### src/include/wdnmi_consts.vh
`ifndef WDNMI_CONSTS_VH
`define WDNMI_CONSTS_VH
// Register byte addresses on APB; the control word sits at four times its register index.
`define WDNMI_ADDR_W          18
`define WDNMI_CONTROL_IDX     16'hff07
`define WDNMI_CONTROL_ADDR    18'h3fc1c
`define WDNMI_OSC_CFG_ADDR    18'h00000
`define WDNMI_STATUS_ADDR     18'h00004
`define WDNMI_IRQ_EN_ADDR     18'h00008
`define WDNMI_IRQ_CLR_ADDR    18'h0000c
`define WDNMI_COUNT_ADDR      18'h00010
// Field positions in the control register.
`define WDNMI_RESTART_BIT     0
`define WDNMI_ENABLE_BIT      1
`define WDNMI_ENABLE_RST      1'b1
// Counter and tick figures.
`define WDNMI_CNT_W           10
`define WDNMI_TICK_HZ         256
`define WDNMI_OSC_HZ          32768
`define WDNMI_DIV_W           16
`endif

### src/hdl/wdnmi_sync2.v
`timescale 1ns/100ps
`default_nettype none
module wdnmi_sync2
(
  input  wire clk_in,
  input  wire rst_n_in,
  input  wire d_in,
  output wire q_out
);
  reg meta_r;
  reg sync_r;
  always @(posedge clk_in or negedge rst_n_in)
  begin
    if (!rst_n_in)
    begin
      meta_r <= 1'b0;
      sync_r <= 1'b0;
    end
    else
    begin
      meta_r <= d_in;
      sync_r <= meta_r;
    end
  end
  assign q_out = sync_r;
endmodule // wdnmi_sync2
`default_nettype wire

### src/hdl/wdnmi_tick_div.v
`timescale 1ns/100ps
`default_nettype none
`include "wdnmi_consts.vh"
// Divides synchronised low-speed oscillator edges down to one tick pulse.
module wdnmi_tick_div
#(
  parameter DIV_W = `WDNMI_DIV_W
)
(
  input  wire             clk_in,
  input  wire             rst_n_in,
  input  wire             osc_edge_in,
  input  wire [DIV_W-1:0] ratio_in,
  output reg              tick_out
);
  reg [DIV_W-1:0] cnt_r;
  always @(posedge clk_in or negedge rst_n_in)
  begin
    if (!rst_n_in)
    begin
      cnt_r    <= {DIV_W{1'b0}};
      tick_out <= 1'b0;
    end
    else
    begin
      tick_out <= 1'b0;
      if (osc_edge_in)
      begin
        if (cnt_r + 1'b1 >= ratio_in)
        begin
          cnt_r    <= {DIV_W{1'b0}};
          tick_out <= 1'b1;
        end
        else
        begin
          cnt_r <= cnt_r + 1'b1;
        end
      end
    end
  end
endmodule // wdnmi_tick_div
`default_nettype wire

### src/hdl/wdnmi_top.v
// Overview of operation
// - Counter advances on a 256 Hz tick divided from the low-speed oscillator.
// - Counting starts after reset with no software action; software may stop it.
// - Without restart for about four seconds (1023 to 1024 ticks), raise the NMI.
// - Ten-bit binary counter; NMI on overflow of the 0.25 Hz last stage.
// - Counting continues in halt; the NMI then releases the halt.
// - Enable bit is read-write; one counts, zero stops and suppresses NMI.
// - Enable bit is one after reset.
// - Writing one to restart clears the counter; counting resumes at once if the same write sets the enable bit to one.
// - Restart bit is write-only and reads zero.
`timescale 1ns/100ps
`default_nettype none
`include "wdnmi_consts.vh"
module wdnmi_top
#(
  parameter CNT_W = `WDNMI_CNT_W,
  parameter DIV_W = `WDNMI_DIV_W
)
(
  input  wire        clk_in,
  input  wire        rst_n_in,
  input  wire        osc_low_in,
  input  wire        psel_in,
  input  wire        penable_in,
  input  wire        pwrite_in,
  input  wire [17:0] paddr_in,
  input  wire [31:0] pwdata_in,
  output reg  [31:0] prdata_out,
  output reg         pready_out,
  output reg         pslverr_out,
  output reg         nmi_pulse_out,
  output reg         irq_out
);
  localparam integer     RATIO_INT = `WDNMI_OSC_HZ / `WDNMI_TICK_HZ;
  localparam [DIV_W-1:0] RATIO_RST = RATIO_INT[DIV_W-1:0];
  // One-hot register selects; an all-zero select marks an unmapped address.
  localparam [5:0]       SEL_CONTROL = 6'h01;
  localparam [5:0]       SEL_OSC_CFG = 6'h02;
  localparam [5:0]       SEL_STATUS  = 6'h04;
  localparam [5:0]       SEL_IRQ_EN  = 6'h08;
  localparam [5:0]       SEL_IRQ_CLR = 6'h10;
  localparam [5:0]       SEL_COUNT   = 6'h20;

  reg              enable_r;
  reg  [CNT_W-1:0] count_r;
  reg  [DIV_W-1:0] ratio_r;
  reg              status_r;
  reg              irq_en_r;
  reg              osc_d_r;
  wire             osc_s;
  wire             tick;
  wire             osc_edge;
  wire             wr_acc;
  wire             rd_acc;
  wire             restart;
  wire             overflow;
  wire             setup_cyc;
  wire             clear_wr;
  wire             count_en;
  wire [5:0]       reg_hit;

  // The oscillator pin is asynchronous, so it is synchronised before edge detection.
  wdnmi_sync2 u_sync
  (
    .clk_in   (clk_in),
    .rst_n_in (rst_n_in),
    .d_in     (osc_low_in),
    .q_out    (osc_s)
  );

  always @(posedge clk_in or negedge rst_n_in)
  begin
    if (!rst_n_in)
      osc_d_r <= 1'b0;
    else
      osc_d_r <= osc_s;
  end
  assign osc_edge = osc_s & ~osc_d_r;

  wdnmi_tick_div #(.DIV_W(DIV_W)) u_div
  (
    .clk_in      (clk_in),
    .rst_n_in    (rst_n_in),
    .osc_edge_in (osc_edge),
    .ratio_in    (ratio_r),
    .tick_out    (tick)
  );

  function addr_is;
    input [17:0] a;
    input [17:0] ref_a;
    begin
      addr_is = (a == ref_a);
    end
  endfunction

  // The address is held through both bus phases, so one decode serves setup and access.
  function [5:0] reg_sel;
    input [17:0] a;
    begin
      case (a)
        `WDNMI_CONTROL_ADDR:
        begin
          reg_sel = SEL_CONTROL;
        end
        `WDNMI_OSC_CFG_ADDR:
        begin
          reg_sel = SEL_OSC_CFG;
        end
        `WDNMI_STATUS_ADDR:
        begin
          reg_sel = SEL_STATUS;
        end
        `WDNMI_IRQ_EN_ADDR:
        begin
          reg_sel = SEL_IRQ_EN;
        end
        `WDNMI_IRQ_CLR_ADDR:
        begin
          reg_sel = SEL_IRQ_CLR;
        end
        `WDNMI_COUNT_ADDR:
        begin
          reg_sel = SEL_COUNT;
        end
        default:
        begin
          reg_sel = 6'h00;
        end
      endcase
    end
  endfunction

  assign reg_hit   = reg_sel(paddr_in);
  assign setup_cyc = psel_in & ~penable_in;

  // Writes take effect in the access cycle; the slave always answers with no wait.
  assign wr_acc = psel_in & penable_in & pwrite_in;
  assign rd_acc = psel_in & ~penable_in & ~pwrite_in;
  assign restart = wr_acc & addr_is(paddr_in, `WDNMI_CONTROL_ADDR) & pwdata_in[`WDNMI_RESTART_BIT];
  // Overflow of the last stage happens once every 1024 ticks, about four seconds.
  assign overflow = tick & enable_r & ~restart & (&count_r);
  assign count_en = tick & enable_r;
  assign clear_wr = wr_acc & (reg_hit == SEL_IRQ_CLR) & pwdata_in[0];

  // Writes land at the access edge only, so a setup cycle alone never changes state.
  always @(posedge clk_in or negedge rst_n_in)
  begin
    if (!rst_n_in)
      enable_r <= `WDNMI_ENABLE_RST;
    else if (wr_acc & (reg_hit == SEL_CONTROL))
      enable_r <= pwdata_in[`WDNMI_ENABLE_BIT];
  end

  always @(posedge clk_in or negedge rst_n_in)
  begin
    if (!rst_n_in)
      ratio_r <= RATIO_RST;
    else if (wr_acc & (reg_hit == SEL_OSC_CFG))
      ratio_r <= pwdata_in[DIV_W-1:0];
  end

  always @(posedge clk_in or negedge rst_n_in)
  begin
    if (!rst_n_in)
      irq_en_r <= 1'b0;
    else if (wr_acc & (reg_hit == SEL_IRQ_EN))
      irq_en_r <= pwdata_in[0];
  end

  // The counter has no halt input, so it keeps running while the CPU halts.
  always @(posedge clk_in or negedge rst_n_in)
  begin
    if (!rst_n_in)
    begin
      count_r <= {CNT_W{1'b0}};
    end
    else if (restart)
    begin
      count_r <= {CNT_W{1'b0}};
    end
    else if (count_en)
    begin
      count_r <= count_r + 1'b1;
    end
  end

  // The NMI is a single registered pulse per overflow.
  always @(posedge clk_in or negedge rst_n_in)
  begin
    if (!rst_n_in)
      nmi_pulse_out <= 1'b0;
    else
      nmi_pulse_out <= overflow;
  end

  // A new overflow wins over a clear in the same cycle, so no event is lost.
  always @(posedge clk_in or negedge rst_n_in)
  begin
    if (!rst_n_in)
      status_r <= 1'b0;
    else if (overflow)
      status_r <= 1'b1;
    else if (clear_wr)
      status_r <= 1'b0;
  end

  // The overflow term lets the level rise in the same cycle as the pulse.
  always @(posedge clk_in or negedge rst_n_in)
  begin
    if (!rst_n_in)
      irq_out <= 1'b0;
    else
      irq_out <= (status_r | overflow) & irq_en_r;
  end

  // The slave never inserts wait states: ready follows every setup cycle by one clock.
  always @(posedge clk_in or negedge rst_n_in)
  begin
    if (!rst_n_in)
    begin
      pready_out  <= 1'b0;
      pslverr_out <= 1'b0;
    end
    else
    begin
      pready_out  <= setup_cyc;
      pslverr_out <= setup_cyc & ~(|reg_hit);
    end
  end

  // Read data is captured in the setup cycle so that it stands with ready.
  always @(posedge clk_in or negedge rst_n_in)
  begin
    if (!rst_n_in)
    begin
      prdata_out <= 32'h00000000;
    end
    else if (rd_acc)
    begin
      case (reg_hit)
        SEL_CONTROL:
        begin
          prdata_out <= {{30{1'b0}}, enable_r, 1'b0};
        end
        SEL_OSC_CFG:
        begin
          prdata_out <= {{(32-DIV_W){1'b0}}, ratio_r};
        end
        SEL_STATUS:
        begin
          prdata_out <= {{31{1'b0}}, status_r};
        end
        SEL_IRQ_EN:
        begin
          prdata_out <= {{31{1'b0}}, irq_en_r};
        end
        SEL_IRQ_CLR:
        begin
          prdata_out <= 32'h00000000;
        end
        SEL_COUNT:
        begin
          prdata_out <= {{(32-CNT_W){1'b0}}, count_r};
        end
        default:
        begin
          prdata_out <= 32'h00000000;
        end
      endcase
    end
  end
endmodule // wdnmi_top
`default_nettype wire

### config.mk
export PLATFORM = sky130hd
export DESIGN_NAME = wdnmi_top
export DESIGN_NICKNAME = d
export VERILOG_FILES = /design/src/hdl/wdnmi_sync2.v /design/src/hdl/wdnmi_tick_div.v /design/src/hdl/wdnmi_top.v
export VERILOG_INCLUDE_DIRS = /design/src /design/src/include
export SDC_FILE = /design/constraint.sdc
export NUM_CORES = 1
export LEC_CHECK = 0
export BUFFER_PORTS_ARGS = -buffer_cell sky130_fd_sc_hd__buf_4
export CAP_MARGIN = 20
export CORE_MARGIN = 3
export CORE_UTILIZATION = 25
export CTS_CLUSTER_DIAMETER = 80
export DETAILED_ROUTE_END_ITERATION = 8
export PLACE_DENSITY = 0.47
export SLEW_MARGIN = 0
export SYNTH_ARGS = -nofsm -noshare
export SYNTH_HDL_FRONTEND = slang
export SYNTH_HIERARCHICAL = 1
export SYNTH_SLANG_ARGS = --single-unit
### constraint.sdc
create_clock -name clk_in -period 5.7 [get_ports clk_in]
set_input_delay 1.425 -clock clk_in [delete_from_list [all_inputs] [get_ports clk_in]]
set_output_delay 1.425 -clock clk_in [all_outputs]
set_load 0.01 [all_outputs]
==> results by group <==
Setup path
  • Crit Path Class: reg -> reg
  • CP bufs+invs: 0
  • Worst path max stage delay: 0.53 ns
  • Element type at the critical path start: flop
  • CP endpoint: u_div/tick_out
  • Critical Path AT: 3.95 ns
  • Crit path max fanout: 13
  • CP Capture Type: flop
  • Reg-to-reg setup timing slack: about 2.0 ns
  • Cell mode on critical path: ha_1
  • Critical Path Source: u_div/cnt_r[0]
  • R2R Path Start: u_div/cnt_r[0]
  • FF-to-FF End: u_div/tick_out
  • Required time worst endpoint: roughly 5.9 ns
  • Critical path cell sequence: ha_1, nand2_1, nor4_2, and3_1, xnor2_1, ha_1, nand4_1, nor3_1, a2111o_1, or3_4, and2_2
  • Worst path slowest cell: or3_4
  • Crit. path cell count: 11
  • CP top delay family: simple AND/OR/NAND/NOR gates
  • Worst R2R Path Depth: 11

Yosys
  • Netlist Area Pre-Place: 3990 um^2
  • Synth unique cells: 56
  • Mapped Avg Cell Area: about 10 um^2
  • Ys flop type: dfrtp_1
  • Seq cells post-synth: slightly below 70
  • Asr flop ratio synth: 100%
  • Register area share after synthesis: a little over two fifths
  • EDFF count, synth: 0
  • Post-Syn Instances: between 300 and 400
  • YS warnings: 6

STA
  • Layout Skew: 0.00525 ns
  • Final min period: 3.73 ns
  • Final Hold Vio Count: 0
  • Setup TNS: 0 ns
  • Tightest Pin Transition: 1.07 ns
  • RSZ-0062 raised after global routing: no
  • Fmax: ~0.27 GHz
  • Worst rel slew slack: 28.6%
  • Final setup vio count: 0
  • Final worst path period share: between 60% and 70%
  • Max-slew violations: 0

Finish
  • Layout cells sized above 1: 25.9%
  • Post-layout util: 31.5%
  • Commonest non-fill, non-tap cells in the layout: dfrtp_1, buf_4, nand2_1
  • # diodes: 0
  • Commonest non-fill, non-tap cell in the layout: dfrtp_1
  • Area grow syn2layout: 21.8%
  • Nets: 521

Die
  • Die area: roughly 18000 um^2
  • Rows: between 40 and 50
  • Core Footprint: between 15000 and 20000 um^2
  • Io pins: around 90
  • Initial Util: approximately a quarter
  • Die Y: around 130 um
  • Die width: roughly 130 um

Power and ir drop
  • VDD IR max: 125 uV
  • Leakage: ~2.2 nW
  • Pwr per Cell Area: 227 nW/um^2

Placement
  • Hpwl dp: just over 7 mm
  • Routability cong.: between 0.7 and 0.8
  • PortBufs: between 50 and 60

Clock tree
  • # hold bufs at CTS: 0
  • Total CTS buffers: 9
  • CTS tree: yes
  • Post-CTS sizing: 0
  • Later-pin clock latency in the skew report: roughly 0.33 ns
  • Postcts setup bufs: 0
  • TritonCTS Sinks: 69
  • Clock slew at reported path FFs: roughly 0.060 ns
  • Clk root buf: clkbuf_16
  • Number of buffers on the longest clock path: 2
  • H-tree levels: 3

Global route
  • Global-route track usage on met1: between 10% and 20%
  • Tot GR Track Use: 11.3%
  • Largest net degree at the start of global routing: 70
  • GRT overflow: 0
  • Initial antenna violation count: 0
  • Vias in the first global route: between 3000 and 4000
  • Global-route wire length before repair: about 16 mm
  • Global routing usage on met2: 19.0%
  • GRT busiest layer: met2
  • M3 GR Usage: around 2.7%

Outcome
  • Status: finished clean

Routing
  • Final ANT Viol Nets: 0
  • Routed len/inst: 14.2 um
  • Routed vias: a little under 3000
  • First-pass DRT Iterations: 4
  • Vias/cell: ~4.5
  • Initial drt markers: ~110
  • Drt drc: 0
  • Final wirelength: roughly 9.4 mm

Flow run
  • Max-cap violations: 0

Hold path
  • Hold Path Origin: u_sync/meta_r
  • Hold WC Path Type: reg -> reg
-- how the worst min path moves through the flow --
stage | slack [ns] | endpoint | cells after the start
2_1_floorplan | 0.33 | u_sync/q_out | 0
3_3_place_gp | 0.34 | u_sync/q_out | 0
3_5_place_dp | 0.33 | u_sync/q_out | 0
4_1_cts | 0.35 | u_sync/q_out | 0
5_1_grt | 0.38 | u_sync/q_out | 0
6_report | 0.35 | u_sync/q_out | 0
-- final cells by class --
type | count | area, um^2
Clock inverter | 4 | 48.8
Timing Repair Buffer | 60 | 450
Clock buffer | 11 | 243
Sequential cell | 69 | 1730
Multi-Input combinational cell | 279 | 2020
Tap cell | 211 | 264
Fill cell | 1611 | 10600
Inverter | 28 | 105
-- registers in the layout (all words and copies together) (netlist names) --
signal and flops:
irq_out 1, count_r 10, u_sync/q_out 1, pslverr_out 1
nmi_pulse_out 1, prdata_out 16, irq_en_r 1, u_sync/meta_r 1
osc_d_r 1, ratio_r 16, enable_r 1, u_div/tick_out 1
status_r 1, u_div/cnt_r 16, pready_out 1
-- where the power goes --
| part | leakage (nW) | internal, W | switching, W |
|---|---|---|---|
| sequential | 0.889 | 0.000492 | 0.00000108 |
| combinational | 1.14 | 0.0000252 | 0.0000347 |
| clock | 0.145 | 0.000347 | 0.000202 |
| total | 2.18 | 0.000865 | 0.000238 |
-- metrics by stage --
stage / hold slack [ns] / cell area [um^2] / worst slack [ns] / std cells / power [W]
after floorplan: 0.331 / 4050 / 2.51 / 405 / 0.000532
final: 0.345 / 4860 / 1.97 / 662 / 0.00110
after CTS: 0.347 / 4860 / 1.90 / 662 / 0.00112
after detailed placement: 0.335 / 4570 / 1.76 / 647 / 0.000564
after global routing: 0.382 / 4860 / 1.72 / 662 / 0.00115
after global placement: 0.342 / 4570 / 1.78 / 647 / 0.000563
-- synthesized netlist by cell type (all sizes together), types with 9 or more instances --
master  number  area (um^2)
inv         28          105
xnor2       12          105
nand2       37          139
o22ai        9          106
xor2        10         87.6
o21ai       15         75.1
nor2        20         75.1
ha          18          225
nand3       17         85.1
buf         21          164
nor3         9         56.3
nand4       10         62.6
a21oi       10         57.6
mux2        18          240
dfrtp       67         1680
mux2i       11          110
-- cells by family (layout without fill, tap and decap cells) --
| kind of cell | Yosys count | after routing | share of synthesized area [%] |
|---|---|---|---|
| AO/OA/AOI/OAI | 57 | 57 | 11.3 |
| XOR/XNOR | 22 | 22 | 4.83 |
| adder cells (fa/ha/maj) | 18 | 18 | 5.64 |
| buffers and inverters | 57 | 103 | 7.49 |
| flip-flops | 69 | 69 | 43.3 |
| multiplexers | 29 | 29 | 8.77 |
| other | 1 | 16 | 0.0939 |
| AND/OR/NAND/NOR | 137 | 137 | 18.6 |
-- metal layers --
layer,part of all wire (%),routed length (um),vias up
li1,-,-,1468
met1,45,4220,1430
met2,51,4770,42
met3,3.0,285,8
met4,1.5,138,0
met5,0,0,-
(Power assumes the default switching activity.)
